File: src/design/pmr_consts.svh
// Purpose: Named constants of the transceiver management register set
// Assumes: Included by the package and by every design file that decodes registers
// Notes:   Indices are 5-bit register numbers of the serial management frame
`ifndef PMR_CONSTS_SVH
`define PMR_CONSTS_SVH

// Register indices
`define PMR_IDX_CTRL       5'h00
`define PMR_IDX_STAT       5'h01
`define PMR_IDX_ID_HI      5'h02
`define PMR_IDX_ID_LO      5'h03
`define PMR_IDX_ADV        5'h04
`define PMR_IDX_LPA        5'h05

// Default transceiver select addresses
`define PMR_ADDR_PORT1     5'h01
`define PMR_ADDR_PORT2     5'h02

// Control field: bits 5..0 held, bit 5 resets high
`define PMR_CTRL_MSB       5
`define PMR_CTRL_RST       6'h20
`define PMR_CTRL_FEF_MASK  6'h3B
`define PMR_CTRL_XOVER     5
`define PMR_CTRL_STRAIGHT  4
`define PMR_CTRL_NOXOVER   3
`define PMR_CTRL_NOFEF     2
`define PMR_CTRL_NOTX      1
`define PMR_CTRL_NOLED     0

// Advertisement: held field is {pause, 100F, 100H, 10F, 10H}
`define PMR_ADV_RST        5'h1F
`define PMR_ADV_PAUSE      10
`define PMR_ADV_ABIL_MSB   8
`define PMR_ADV_ABIL_LSB   5
`define PMR_SELECTOR       5'h01

// Status word constant parts and live bit positions
`define PMR_STAT_ABIL      4'hF
`define PMR_STAT_ABIL_MSB  14
`define PMR_STAT_ABIL_LSB  11
`define PMR_STAT_ZERO_MSB  10
`define PMR_STAT_ZERO_LSB  7
`define PMR_STAT_T4        15
`define PMR_STAT_PRE       6
`define PMR_STAT_DONE      5
`define PMR_STAT_FEF       4
`define PMR_STAT_ABLE      3
`define PMR_STAT_LINK      2
`define PMR_STAT_JAB       1
`define PMR_STAT_EXT       0

// Serial frame
`define PMR_PREAMBLE_LEN   6'h20
`define PMR_OP_READ        2'h2
`define PMR_OP_WRITE       2'h1
`define PMR_HDR_LAST       5'h0C
`define PMR_DATA_LAST      5'h0F

`endif

File: src/design/pmr_pkg.sv
// Purpose: Types shared by the management register set
// Assumes: Constants come from pmr_consts.svh
// Notes:   Holds state types only
`include "pmr_consts.svh"

package pmr_pkg;

    typedef enum logic [1:0] {
        PMR_IDLE,
        PMR_HDR,
        PMR_TA,
        PMR_DATA
    } pmr_frame_e;

    typedef struct packed {
        logic [5:0] ctrl;
        logic [4:0] adv;
        logic       link;
        logic       done;
        logic       fef;
        logic       able;
        logic [4:0] lpa;
    } pmr_port_state_s;

    typedef struct packed {
        logic       mdc_q;
        pmr_frame_e frame;
        logic [5:0] ones;
        logic [4:0] cnt;
        logic [15:0] sh;
        logic       is_read;
        logic       hit;
        logic       port;
        logic [4:0] idx;
        logic       mdio_out;
        logic       mdio_oe;
        logic [1:0] wr;
        logic [15:0] wdata;
    } pmr_top_state_s;

endpackage

File: src/design/pmr_mgmt_regs.sv
// Purpose: Serial management slave and register set of two copper ports
// Assumes: MDC and MDIO inputs are synchronous to i_core_clk, MDC well below half its rate
// Notes:   Indices 6 and up read as zero; unmatched select addresses get no answer
`timescale 1ns/1ps
`include "pmr_consts.svh"

// Summary of operation
// - Control bit 5 picks the crossover algorithm, 1 the first and 0 the other, and resets to 1.
// - Control bit 4 forces straight pairing so the port transmits on its receive pair, reset 0.
// - Control bit 3 disables automatic crossover detection and correction, reset 0.
// - Control bit 2 disables far-end fault detection, exists on the first port only, reset 0.
// - Control bit 1 stops the transmitter and bit 0 turns the indicator LEDs off, both reset 0.
// - Status bits 14 to 11 always read 1 for the four speed and duplex abilities, bits 10 to 7 read 0.
// - Status bits 15, 6, 1 and 0 always read 0.
// - Status bit 5 shows negotiation done and bit 2 shows link up, both reset 0.
// - Status bit 4 shows a detected far-end fault on the first port only (0 on the other), is read-only and resets 0.
// - Status bit 3 shows negotiation ability, defaults 1 and follows the negotiation enable.
// - The identifier reads as two read-only words at indices 2 and 3 and ignores writes.
// - Advertisement bit 10 is writable, advertises pause when 1 and resets to 1.
// - Advertisement bits 8 to 5 are writable ability advertisements that reset to 1.
module pmr_mgmt_regs #(
    parameter logic [4:0]  PORT1_ADDR = `PMR_ADDR_PORT1,
    parameter logic [4:0]  PORT2_ADDR = `PMR_ADDR_PORT2,
    parameter logic [15:0] IDENT_HI   = 16'hA5C3, // Arbitrary value
    parameter logic [15:0] IDENT_LO   = 16'h5A10  // Arbitrary value
) (
    input  wire logic             i_core_clk,
    input  wire logic             i_reset,
    input  wire logic             i_mdc,
    input  wire logic             i_mdio,
    output logic                  o_mdio_out,
    output logic                  o_mdio_oe,
    input  wire logic [1:0]       i_link_up,
    input  wire logic [1:0]       i_negotiation_done,
    input  wire logic             i_far_end_fault,
    input  wire logic [1:0]       i_negotiation_enable,
    input  wire logic [1:0][4:0]  i_partner_ability,
    input  wire logic             i_sw_wr,
    input  wire logic             i_sw_port,
    input  wire logic             i_sw_sel,
    input  wire logic [15:0]      i_sw_wdata,
    output logic      [1:0][5:0]  o_port_control,
    output logic      [1:0][4:0]  o_port_advert
);

    pmr_pkg::pmr_top_state_s st_reg;
    pmr_pkg::pmr_top_state_s st_next;

    logic [1:0][15:0] rdata;
    logic             mdc_rise;
    logic [12:0]      hdr;
    logic [4:0]       rd_idx;
    logic             p1_hit;
    logic             p2_hit;

    ////////////////////////////////////////////////////////////////////////////
    // Header decode
    assign mdc_rise = i_mdc && !st_reg.mdc_q;
    assign hdr      = {st_reg.sh[11:0], i_mdio};
    assign p1_hit   = hdr[9:5] == PORT1_ADDR;
    assign p2_hit   = hdr[9:5] == PORT2_ADDR;
    assign rd_idx   = (st_reg.frame == pmr_pkg::PMR_HDR) ? hdr[4:0] : st_reg.idx;

    ////////////////////////////////////////////////////////////////////////////
    // Frame engine
    always_comb begin
        st_next       = st_reg;
        st_next.mdc_q = i_mdc;
        st_next.wr    = 2'b00;
        if (mdc_rise) begin
            unique case (st_reg.frame)
                pmr_pkg::PMR_IDLE: begin
                    if (i_mdio) begin
                        if (st_reg.ones != `PMR_PREAMBLE_LEN) begin
                            st_next.ones = st_reg.ones + 6'h01;
                        end
                    end else if (st_reg.ones == `PMR_PREAMBLE_LEN) begin
                        st_next.frame = pmr_pkg::PMR_HDR;
                        st_next.cnt   = 5'h00;
                        st_next.sh    = 16'h0000;
                    end else begin
                        st_next.ones = 6'h00;
                    end
                end
                pmr_pkg::PMR_HDR: begin
                    st_next.sh  = {st_reg.sh[14:0], i_mdio};
                    st_next.cnt = st_reg.cnt + 5'h01;
                    if (st_reg.cnt == `PMR_HDR_LAST) begin
                        st_next.ones    = 6'h00;
                        st_next.is_read = hdr[11:10] == `PMR_OP_READ;
                        st_next.hit     = p1_hit || p2_hit;
                        st_next.port    = p2_hit && !p1_hit;
                        st_next.idx     = hdr[4:0];
                        st_next.sh      = rdata[p2_hit && !p1_hit];
                        st_next.cnt     = 5'h00;
                        if (hdr[12] && (hdr[11:10] == `PMR_OP_READ || hdr[11:10] == `PMR_OP_WRITE)) begin
                            st_next.frame = pmr_pkg::PMR_TA;
                        end else begin
                            st_next.frame = pmr_pkg::PMR_IDLE;
                        end
                    end
                end
                pmr_pkg::PMR_TA: begin
                    st_next.cnt = st_reg.cnt + 5'h01;
                    if (st_reg.cnt == 5'h00) begin
                        st_next.mdio_out = 1'b0;
                        st_next.mdio_oe  = st_reg.is_read && st_reg.hit;
                    end else begin
                        st_next.mdio_out = st_reg.sh[15];
                        st_next.sh       = {st_reg.sh[14:0], 1'b0};
                        st_next.cnt      = 5'h00;
                        st_next.frame    = pmr_pkg::PMR_DATA;
                    end
                end
                pmr_pkg::PMR_DATA: begin
                    st_next.cnt = st_reg.cnt + 5'h01;
                    if (st_reg.is_read) begin
                        st_next.mdio_out = st_reg.sh[15];
                        st_next.sh       = {st_reg.sh[14:0], 1'b0};
                    end else begin
                        st_next.sh = {st_reg.sh[14:0], i_mdio};
                    end
                    if (st_reg.cnt == `PMR_DATA_LAST) begin
                        st_next.frame    = pmr_pkg::PMR_IDLE;
                        st_next.mdio_oe  = 1'b0;
                        st_next.mdio_out = 1'b0;
                        st_next.cnt      = 5'h00;
                        st_next.wdata    = {st_reg.sh[14:0], i_mdio};
                        if (!st_reg.is_read && st_reg.hit) begin
                            st_next.wr[st_reg.port] = 1'b1;
                        end
                    end
                end
            endcase
        end
    end

    always_ff @(posedge i_core_clk) begin
        if (i_reset) begin
            st_reg       <= '0;
            st_reg.frame <= pmr_pkg::PMR_IDLE;
            st_reg.mdc_q <= 1'b1;
        end else begin
            st_reg <= st_next;
        end
    end

    assign o_mdio_out = st_reg.mdio_out;
    assign o_mdio_oe  = st_reg.mdio_oe;

    ////////////////////////////////////////////////////////////////////////////
    // Port register sets
    for (genvar p = 0; p < 2; p++) begin : g_port
        pmr_port_regs #(
            .HAS_FEF  (p == 0),
            .IDENT_HI (IDENT_HI),
            .IDENT_LO (IDENT_LO)
        ) u_port (
            .i_core_clk           (i_core_clk),
            .i_reset              (i_reset),
            .i_mg_wr              (st_reg.wr[p]),
            .i_mg_idx             (st_reg.idx),
            .i_mg_wdata           (st_reg.wdata),
            .i_sw_wr              (i_sw_wr && (i_sw_port == 1'(p))),
            .i_sw_sel             (i_sw_sel),
            .i_sw_wdata           (i_sw_wdata),
            .i_rd_idx             (rd_idx),
            .i_link_up            (i_link_up[p]),
            .i_negotiation_done   (i_negotiation_done[p]),
            .i_far_end_fault      (i_far_end_fault),
            .i_negotiation_enable (i_negotiation_enable[p]),
            .i_partner_ability    (i_partner_ability[p]),
            .o_rdata              (rdata[p]),
            .o_control            (o_port_control[p]),
            .o_advert             (o_port_advert[p])
        );
    end
endmodule // pmr_mgmt_regs

File: src/design/pmr_port_regs.sv
// Purpose: Register storage and read word of one transceiver port
// Assumes: Management writes and switch-side writes share the same storage
// Notes:   Management write wins when both arrive in one cycle
`timescale 1ns/1ps
`include "pmr_consts.svh"

module pmr_port_regs #(
    parameter bit          HAS_FEF  = 1'b1,
    parameter logic [15:0] IDENT_HI = 16'h0000,
    parameter logic [15:0] IDENT_LO = 16'h0000
) (
    input  wire logic        i_core_clk,
    input  wire logic        i_reset,
    input  wire logic        i_mg_wr,
    input  wire logic [4:0]  i_mg_idx,
    input  wire logic [15:0] i_mg_wdata,
    input  wire logic        i_sw_wr,
    input  wire logic        i_sw_sel,
    input  wire logic [15:0] i_sw_wdata,
    input  wire logic [4:0]  i_rd_idx,
    input  wire logic        i_link_up,
    input  wire logic        i_negotiation_done,
    input  wire logic        i_far_end_fault,
    input  wire logic        i_negotiation_enable,
    input  wire logic [4:0]  i_partner_ability,
    output logic      [15:0] o_rdata,
    output logic      [5:0]  o_control,
    output logic      [4:0]  o_advert
);

    pmr_pkg::pmr_port_state_s st_reg;
    pmr_pkg::pmr_port_state_s st_next;

    function automatic logic [5:0] ctrl_field(input logic [15:0] d);
        ctrl_field = HAS_FEF ? d[`PMR_CTRL_MSB:0] : (d[`PMR_CTRL_MSB:0] & `PMR_CTRL_FEF_MASK);
    endfunction

    function automatic logic [4:0] adv_field(input logic [15:0] d);
        adv_field = {d[`PMR_ADV_PAUSE], d[`PMR_ADV_ABIL_MSB:`PMR_ADV_ABIL_LSB]};
    endfunction

    ////////////////////////////////////////////////////////////////////////////
    // Next state
    always_comb begin
        st_next      = st_reg;
        st_next.link = i_link_up;
        st_next.done = i_negotiation_done;
        st_next.fef  = HAS_FEF ? i_far_end_fault : 1'b0;
        st_next.able = i_negotiation_enable;
        st_next.lpa  = i_partner_ability;
        if (i_mg_wr) begin
            if (i_mg_idx == `PMR_IDX_CTRL) begin
                st_next.ctrl = ctrl_field(i_mg_wdata);
            end else if (i_mg_idx == `PMR_IDX_ADV) begin
                st_next.adv = adv_field(i_mg_wdata);
            end
        end else if (i_sw_wr) begin
            if (i_sw_sel) begin
                st_next.adv = adv_field(i_sw_wdata);
            end else begin
                st_next.ctrl = ctrl_field(i_sw_wdata);
            end
        end
    end

    always_ff @(posedge i_core_clk) begin
        if (i_reset) begin
            st_reg      <= '0;
            st_reg.ctrl <= `PMR_CTRL_RST;
            st_reg.adv  <= `PMR_ADV_RST;
            st_reg.able <= 1'b1;
        end else begin
            st_reg <= st_next;
        end
    end

    ////////////////////////////////////////////////////////////////////////////
    // Read word
    always_comb begin
        o_rdata = 16'h0000;
        unique case (i_rd_idx)
            `PMR_IDX_CTRL:  o_rdata[`PMR_CTRL_MSB:0] = st_reg.ctrl;
            `PMR_IDX_STAT: begin
                o_rdata[`PMR_STAT_ABIL_MSB:`PMR_STAT_ABIL_LSB] = `PMR_STAT_ABIL;
                o_rdata[`PMR_STAT_DONE] = st_reg.done;
                o_rdata[`PMR_STAT_FEF]  = st_reg.fef;
                o_rdata[`PMR_STAT_ABLE] = st_reg.able;
                o_rdata[`PMR_STAT_LINK] = st_reg.link;
            end
            `PMR_IDX_ID_HI: o_rdata = IDENT_HI;
            `PMR_IDX_ID_LO: o_rdata = IDENT_LO;
            `PMR_IDX_ADV: begin
                o_rdata[`PMR_ADV_PAUSE] = st_reg.adv[4];
                o_rdata[`PMR_ADV_ABIL_MSB:`PMR_ADV_ABIL_LSB] = st_reg.adv[3:0];
                o_rdata[4:0] = `PMR_SELECTOR;
            end
            `PMR_IDX_LPA: begin
                o_rdata[`PMR_ADV_PAUSE] = st_reg.lpa[4];
                o_rdata[`PMR_ADV_ABIL_MSB:`PMR_ADV_ABIL_LSB] = st_reg.lpa[3:0];
            end
            default:        o_rdata = 16'h0000;
        endcase
    end

    assign o_control = st_reg.ctrl;
    assign o_advert  = st_reg.adv;
endmodule // pmr_port_regs

File: config.mk
export PLATFORM = sky130hd
export DESIGN_NAME = pmr_mgmt_regs
export DESIGN_NICKNAME = d
export VERILOG_FILES = /design/src/design/pmr_pkg.sv /design/src/design/pmr_mgmt_regs.sv /design/src/design/pmr_port_regs.sv
export VERILOG_INCLUDE_DIRS = /design/src /design/src/design
export SDC_FILE = /design/constraint.sdc
export NUM_CORES = 1
export LEC_CHECK = 0
export BUFFER_PORTS_ARGS = -buffer_cell sky130_fd_sc_hd__clkbuf_2
export CAP_MARGIN = 20
export CORE_ASPECT_RATIO = 0.8
export CORE_UTILIZATION = 62
export DETAILED_ROUTE_END_ITERATION = 6
export GPL_TIMING_DRIVEN = 1
export PLACE_DENSITY = 0.85
export SLEW_MARGIN = 15
export SYNTH_ARGS = -nofsm -noshare
export SYNTH_HDL_FRONTEND = slang
export SYNTH_SLANG_ARGS = --single-unit
File: constraint.sdc
create_clock -name i_core_clk -period 5.4 [get_ports i_core_clk]
set_input_delay 1.08 -clock i_core_clk [delete_from_list [all_inputs] [get_ports i_core_clk]]
set_output_delay 1.08 -clock i_core_clk [all_outputs]
set_load 0.01 [all_outputs]
# Yosys cells after proc, flatten, opt, wreduce, memory -nomap -nowiden
# Cells that the tools add are included.
[classes]
add_sub_neg = 2
order_cmp = 3
n_eq_ne = 34
mux = 52
bitwise = 5
n_reduce_logical = 36
[ops]
columns = ["op", "n"]
rows = [
  ["21-bit one-hot mux with 4 select lines", 1],
  ["21-bit 2-to-1 mux", 3],
  ["11-bit 2-to-1 mux", 5],
  ["6-bit 2-to-1 mux", 7],
  ["37-bit 2-to-1 mux", 1],
  ["3-bit one-hot mux with 3 select lines", 4],
  ["5-bit 2-to-1 mux", 5],
  ["20-bit 2-to-1 mux", 1],
  ["3-bit AND reduction", 6],
  ["16-bit 2-to-1 mux", 1],
  ["4-bit AND reduction", 4],
  ["5-bit by 2-bit == test with 1-bit output (second input constant)", 3],
  ["5-bit by 3-bit == test with 1-bit output (second input constant)", 3],
  ["5-bit logical NOT", 3],
  ["2-bit by 1-bit inequality test with 1-bit output (second input constant)", 7],
  ["2-bit inequality test (second input constant)", 7],
  ["2-bit 2-to-1 mux", 6],
  ["2-bit one-hot mux with 3 select lines", 2],
  ["4-bit one-hot mux with 3 select lines", 1],
  ["6-bit one-hot mux with 2 select lines", 1],
  ["2-bit nonzero test", 6],
  ["5-bit by 1-bit == test with 1-bit output (second input constant)", 2],
  ["5-bit by 4-bit == test with 1-bit output (second input constant)", 2],
  ["3-bit inequality test (second input constant)", 3],
  ["other kinds (22)", 48],
]
[word_totals]
regBits = 97
output_inout_bits = 24

# Depth between registers and ports, before layout
# Gate-level depths: netlist of run 1.
[logic_depth]
word_depth = 8
mapped_depth = 9
depth_no_buf = 9

# Hierarchy
# A second synthesis of run 1 with hierarchy kept.
[hier_totals]
cells_unflattened = 624
area_unflattened_um2 = 5323.9
[by_module_without_submodules]
columns = ["module", "n_inst", "cells_per_inst", "area_each_um2", "seq_area_each_um2"]
rows = [
  ["pmr_mgmt_regs", 1, 354, 2874.0, 1161.1],
  ["pmr_port_regs at g_port[0].u_port", 1, 142, 1306.3, 400.4],
  ["pmr_port_regs at g_port[1].u_port", 1, 128, 1143.6, 360.3],
]

# Least setup slack after synthesis of run 1
# No wires, ideal clock.
[synth_path]
path_kind = "in2reg"
start = "in i_mdio"
end = "reg st_reg (netlist bit hdr[11])"
setup_time_ns = 0.130
arrival_ns = 2.158
t_required_ns = 5.270
setup_slack_ns = 3.112
path_stages = 6
n_path_buf = 1
cell_sequence = "inv_1 -> mux2i_1 -> buf_2 -> mux4_2 -> a211oi_1 -> nor3_1"
[synth_between]
elab_chain_len = 7
word_cells_on_any_way = 12
classes_between = "4 x eq/ne; 7 x mux; 1 x reduce/logical"
[synth_rtl]
columns = ["item", "line", "rtl"]
rows = [
  ["start: declaration", "pmr_mgmt_regs.sv:30", "input wire logic i_mdio,"],
  ["5-bit 2-to-1 mux", "pmr_mgmt_regs.sv:62", "assign rd_idx = (st_reg.frame == pmr_pkg::PMR_HDR) ? hdr[4:0] : st_reg.idx;"],
  ["5-bit by 3-bit == test with 1-bit output or 5-bit by 2-bit == test with 1-bit output (tied branches)", "pmr_port_regs.sv:81", "unique case (i_rd_idx)"],
  ["1-bit one-hot mux with 3 select lines", "pmr_port_regs.sv:81", ""],
  ["11-bit 2-to-1 mux (implied by the code)", "pmr_mgmt_regs.sv:94", "st_next.sh = rdata[p2_hit && !p1_hit];"],
  ["16-bit 2-to-1 mux (implied by the code)", "pmr_mgmt_regs.sv:94", ""],
  ["37-bit 2-to-1 mux", "pmr_mgmt_regs.sv:88", "if (st_reg.cnt == `PMR_HDR_LAST) begin"],
  ["21-bit one-hot mux with 4 select lines", "pmr_mgmt_regs.sv:71", "unique case (st_reg.frame)"],
  ["end signal: assignment", "pmr_mgmt_regs.sv:144", "st_reg <= st_next;"],
  ["end: declaration", "pmr_mgmt_regs.sv:46", "pmr_pkg::pmr_top_state_s st_reg;"],
]
# Several ways; a longest one is shown, not always the timed one. The select of a mux whose other input is x is not followed.
# A chain may end at the register's enable or synchronous reset.

# Worst setup path after layout of run 1
[layout_path]
start = "in i_mdc"
end = "reg st_reg (netlist bit hdr[6])"
[layout_between]
elab_chain_len = 2
[layout_rtl]
columns = ["item", "line", "rtl"]
rows = [
  ["start: declaration", "pmr_mgmt_regs.sv:29", "input wire logic i_mdc,"],
  ["1-bit logical AND", "pmr_mgmt_regs.sv:58", "assign mdc_rise = i_mdc && !st_reg.mdc_q;"],
  ["4-bit AND reduction (no source line)", "-", ""],
]
# No other way between the ends.

==> flow_summary.toml, run 1 <==
[clock_tree]
ctsLongestPathBuffers = 2
clock_sinks = 90
cts_resized = 0
cts-buffers-inserted = 9
cts_root_buf = "clkbuf_8"
clk_latency_ps = 360
cts_tree = "built"
path_clk_slew_ps = 90
h-tree-depth = 3
ctsHoldBuffers = 0
post-cts-setup-buffers = 0

[finish]
layout_common_cells = "90 x dfxtp_1, 58 x nor2_1, 56 x clkbuf_2"
post-route-util_pct = 69.3
seqCellArea_um2 = 1800
instances_no_fill = 667
n_antenna_cell = 0
drive_above_1_share_pct = 20.6
largest_reg_flops = 37
num-fill-cells = 591
nets = 604
multiInputGateArea_um2 = 2600
final_common_cell = "dfxtp_1"
area_growth_pct = 7.88

[worst_hold_path]
min_path_type = "reg -> reg"
hp-start = "st_reg[25]"

[pwr]
p_leak_uw = 0.00203
finalPower_uw = 1270
powerDensity_nw_per_um2 = 248
peakVddDrop_uv = 157

[worst_setup_path]
start_kind = "primary input"
cpLargestDelayFamily = "simple AND/OR/NAND/NOR gates"
crit_buf_inv = 1
crit_fanout = 10
path_class = "in -> reg"
cp_data_arrival_time_ps = 3040
crit_start = "i_mdc"
critPathMaxStageDelay_ps = 730
endpoint_kind = "flip-flop"
cp.required_ps = 5680
crit-reg2reg-launch = "st_reg[44]"
path_cells = "clkbuf_2, nor2b_1, nand2_1, nor2_1, a32oi_1, o31ai_1"
crit_slowest_cell = "nor2b_1"

[detailed_routing]
postRouteAntennaNets = 0
wirelength_um = 11900
dr.first_iter.drc_count = 403
vias = 4177
drc = 0
vias_per_cell = 6.26
drt_first_pass_iters = 6
drt-wirelength-per-cell_um = 17.8

[synthesis]
synth.distinct_cells = 65
syn_avg_cell_area_um2 = 8.85
synth_edf_count = 0
yosysTopAreaCell = "dfxtp_1"
ys.flop_type = "dfxtp_1"
async_reset_ff_share_pct = 0
yosys-top-cells-area = "dfxtp_1 38%, mux2i_1 7.8%, mux2_2 5.5%"
synth_top_area_share_pct = 38.0
synth_nets = 583
synth-seq-area-share_pct = 38.0
yosys_register_bits = 90
synth_area_um2 = 4750
syn_inst = 536
synth_warnings = 0

[floorplan]
dieArea_um2 = 8010
core_area_um2 = 7390
chipHeight_um = 80.3
start_util_pct = 64.2
ios = 64
die_w_um = 99.8
num_rows = 28

[place]
io_buffer_count = 56
dpl.hpwl_um = 8510
dp_cells = 651
place_congestion = 0.942

[global_routing]
grt_first_pass_wirelength_um = 19200
grt_pass1_vias = 3841
antenna_found_initial = 0
grt_max_degree = 65
grtUsageTotal_pct = 31.0
overflow = 0

[timing]
finalCritPeriodShare_pct = 51.1
fin_worst_skew_ps = 10.9
tightestPinTransition_ps = 1010
min_period_ps = 2760
setup_tns_ps = 0
slew_violations = 0
max_freq_ghz = 0.362
slew_headroom_pct = 32.0
setup_viol = 0
hold_viol_final = 0
rsz0062_at_grt = "no"

[outcome]
status = "complete, no violations"

[flow_run]
cap_violations = 0
[per-stage QoR]
step | instance area [µm²] | hold slack, ps | setup slack (ps)
2_1_floorplan | 4750 | 413 | 3110
3_3_place_gp | 4900 | 430 | 2450
3_5_place_dp | 4900 | 442 | 2350
4_1_cts | 5120 | 447 | 2720
5_1_grt | 5120 | 475 | 2540
6_report | 5120 | 449 | 2640
[cells by family after synthesis]
family | after synthesis | share of synthesized area [%]
xor gates and xnor gates | 7 | 1.29
AOI/OAI and AO/OA | 96 | 14.2
and+or+nand+nor | 207 | 22.8
DFF | 90 | 38.0
adders and majority gates | 7 | 1.85
other | 1 | 0.0790
buffers and inverters | 65 | 7.22
muxes | 63 | 14.7
[layout make-up]
cell class	count	area share, %
repair buffers	59	5.91
inverters	16	1.17
flip-flops and latches	90	35.2
well taps	105	2.57
multi-input cells	381	50.8
clock inverters	7	1.93
clock buffers	9	2.42
[final timing paths]
path / to / slack (ps) / depth (start not counted)
max: hdr[6] / 2640 / 6
min: st_reg[17] / 450 / 2
max reg2reg: hdr[8] / 2760 / 7
min reg2reg: st_reg[17] / 450 / 2
[routing by layer]
metal  global-route usage [%]  share of wire [%]
met2                     48.6                 46
met5                        0                  0
met3                     8.09                9.9
met1                     41.2                 42
met4                     11.2                2.1
[synthesized netlist by cell type (all sizes together), types with 2 or more instances]
cell type  count
dfxtp         90
nor2          59
nand2         41
mux2i         37
nand3         34
buf           32
a21oi         26
mux2          23
nor2b         19
o21ai         19
clkbuf        17
inv           16
nor3           9
ha             7
a22oi          6
a31oi          6
o211ai         6
a211oi         5
a32oi          5
and3           5
nor3b          5
nor4           5
nand4          4
nor4b          4
o31ai          4
xor2           4
mux4           3
nand2b         3
nor4bb         3
o311ai         3
or2            3
or3            3
xnor2          3
a22o           2
a32o           2
and2           2
and3b          2
nand4b         2
o2111ai        2
o221ai         2
or4b           2
[tightest hold or removal path: cells and delay by family, from the launching register on]
family	cells	cell delay [ps]
buffers and inverters	1	50
flip-flops	1	330
AND/OR/NAND/NOR	1	40
[power breakdown]
part	total [µW]	internal (µW)	switching, µW
clock	509	264	245
sequential	683	676	7.19
combinational	77.3	35.4	41.9
(Power assumes the default switching activity.)
==> run 2, diff against run 1 <==
--- a/config.mk
+++ b/config.mk
@@ -6,13 +6,14 @@
 export SDC_FILE = /design/constraint.sdc
 export NUM_CORES = 1
 export LEC_CHECK = 0
+export ABC_AREA = 1
 export BUFFER_PORTS_ARGS = -buffer_cell sky130_fd_sc_hd__clkbuf_2
 export CAP_MARGIN = 20
 export CORE_ASPECT_RATIO = 0.8
-export CORE_UTILIZATION = 62
+export CORE_UTILIZATION = 52
 export DETAILED_ROUTE_END_ITERATION = 6
 export GPL_TIMING_DRIVEN = 1
-export PLACE_DENSITY = 0.85
+export PLACE_DENSITY = 0.76
 export SLEW_MARGIN = 15
 export SYNTH_ARGS = -nofsm -noshare
 export SYNTH_HDL_FRONTEND = slang
==> constraint.sdc (replaced) <==
create_clock -name i_core_clk -period 2.2 [get_ports i_core_clk]
set_input_delay 0.44 -clock i_core_clk [delete_from_list [all_inputs] [get_ports i_core_clk]]
set_output_delay 0.44 -clock i_core_clk [all_outputs]
set_load 0.01 [all_outputs]
==> run 2 against run 1 <==
Net effect: synthesized cell count grew 26%; clock skew is 3.2 ps lower; via count up 9.6%; core utilization is 7.8 points lower; total power grew to 2.8 times the previous value; register-to-register slack got worse by 2600 ps; highest routed layer unchanged; critical endpoint is now hdr[4]; combinational power up 150%; wire length down 0.25%; die area up 19%; setup slack got worse by 2500 ps; area after synthesis grew 0.45%; largest power group unchanged.
==> flow_summary.toml, run 2 <==
[floorplan]
ios = 64
core_area_um2 = 8670
die_w_um = 109
num_rows = 30
dieArea_um2 = 9560
chipHeight_um = 87.6
start_util_pct = 55.0

[detailed_routing]
postRouteAntennaNets = 0
drc = 0
drt-wirelength-per-cell_um = 14.4
drt_first_pass_iters = 6
vias = 4579
wirelength_um = 11900
dr.first_iter.drc_count = 517
vias_per_cell = 5.55

[synthesis]
synth-seq-area-share_pct = 37.8
ys.flop_type = "dfxtp_1"
yosys.cell_count.top_type = "nand2_1"
synth.distinct_cells = 45
yosys_register_bits = 90
synth_area_um2 = 4770
ys_top_cells_by_count = "162 x nand2_1, 90 x dfxtp_1, 75 x inv_1"
yosysTopAreaCell = "dfxtp_1"
async_reset_ff_share_pct = 0
synth_nets = 720
syn_avg_cell_area_um2 = 7.08
synth_warnings = 0
synth_edf_count = 0
syn_inst = 673
synth_top_area_share_pct = 37.8
yosys-top-cells-area = "dfxtp_1 38%, nand2_1 13%, inv_1 5.9%"

[worst_setup_path]
endpoint_kind = "flip-flop"
crit_fanout = 17
cp.required_ps = 2470
cp_data_arrival_time_ps = 2290
path_class = "reg -> reg"
start_kind = "flip-flop"

[global_routing]
grt_max_degree = 41
grt_first_pass_wirelength_um = 19100
grt_pass1_vias = 3942
grtUsageTotal_pct = 25.7
overflow = 0
antenna_found_initial = 0

[finish]
layout_common_cells = "162 x nand2_1, 89 x dfxtp_1, 74 x inv_1"
nets = 755
final_common_cell = "nand2_1"
n_antenna_cell = 0
post-route-util_pct = 61.4
largest_reg_flops = 37
drive_above_1_share_pct = 18.8
area_growth_pct = 11.7

[timing]
whs_ps = 287
slew_headroom_pct = 62.0
setup_tns_ps = 0
tightestPinTransition_ps = 566
finalCritPeriodShare_pct = 91.7
rsz0062_at_grt = "no"
setup_viol = 0
fin_worst_skew_ps = 7.73
max_freq_ghz = 0.496
setup_ws_ps = 183
hold_viol_final = 0
min_period_ps = 2020
slew_violations = 0

[place]
io_buffer_count = 56
place_congestion = 0.934
dpl.hpwl_um = 8580
place_ws_ps = 174

[pwr]
peakVddDrop_uv = 402
finalPower_uw = 3510
p_leak_uw = 0.00238
powerDensity_nw_per_um2 = 659

[clock_tree]
cts-buffers-inserted = 9
clock_sinks = 90
post-cts-setup-buffers = 0
path_clk_slew_ps = 60
cts_resized = 0
h-tree-depth = 3
clk_latency_ps = 340
ctsLongestPathBuffers = 2
cts_tree = "built"
cts_root_buf = "clkbuf_16"
ctsHoldBuffers = 0

[worst_hold_path]
min_path_type = "in -> reg"

[outcome]
status = "complete, no violations"

[flow_run]
cap_violations = 0
run 2: cell types whose count changed after synthesis, sizes merged, moves of 5 or more:
cell,previous run,this run
mux2,23,0
nor2b,19,0
a21oi,26,48
a32oi,5,0
nand3,34,50
inv,16,81
o211ai,6,14
a22oi,6,0
nand2,41,172
o21ai,19,60
mux2i,37,0
and3,5,0
run 2: logic make-up (layout without fill, tap and decap cells):
logic type	count (synthesis)	in the layout	share of synthesized area, %
adder cells (fa/ha/maj)	7	7	1.84
XOR/XNOR	1	1	0.184
buffers and inverters	127	167	12.8
flip-flops	90	90	37.8
AO/OA/AOI/OAI	144	144	18.1
AND/OR/NAND/NOR	303	303	29.2
other	1	1	0.0787
run 2: per-stage QoR:
step / instance area (µm²) / std cells
after floorplan: 4770 / 673
after global placement: 5000 / 809
after detailed placement: 5000 / 809
after CTS: 5320 / 825
after global routing: 5330 / 825
final: 5330 / 825
run 2: per-layer routing:
layer | part of all wire, % | GRT usage (%)
met1 | 45 | 36.8
met2 | 44 | 39.3
met3 | 9.6 | 5.88
met4 | 0.99 | 5.28
met5 | 0 | 0
run 2: path summary, 6_finish.rpt:
path                              from                    endpoint  slack (ps)  cells past startpoint
hold / removal    i_partner_ability[7]  g_port[1].u_port.st_reg[2]         290                      3
setup reg to reg            st_reg[55]                      hdr[4]         180                      9
setup / recovery            st_reg[55]                      hdr[4]         180                      9
hold reg to reg             st_reg[25]                  st_reg[16]         420                      1
run 2: critical path, cell delays in order, from the launching register on:
cell     delay [ps]
dfxtp_1         380
buf_4           200
nor2_4          170
inv_1           100
or2_2           300
nand3_2         160
a21oi_2          80
inv_2           260
nand2_1         140
a21oi_2         150
run 2: power breakdown:
| part | switching, µW | internal, µW | total, µW | leakage [µW] |
|---|---|---|---|---|
| clock | 627 | 994 | 1620 | 0.000153 |
| combinational | 112 | 78.7 | 191 | 0.00149 |
| sequential | 29.4 | 1670 | 1700 | 0.000734 |
| total | 768 | 2740 | 3510 | 0.00238 |
run 2: area by class of cell:
cell class / count / area, µm²
Inverter: 82 / 315
Clock inverter: 5 / 78.8
Multi-Input combinational cell: 456 / 2370
Sequential cell: 90 / 1800
Fill cell: 814 / 3340
Clock buffer: 11 / 233
Timing Repair Buffer: 69 / 390
Tap cell: 112 / 140
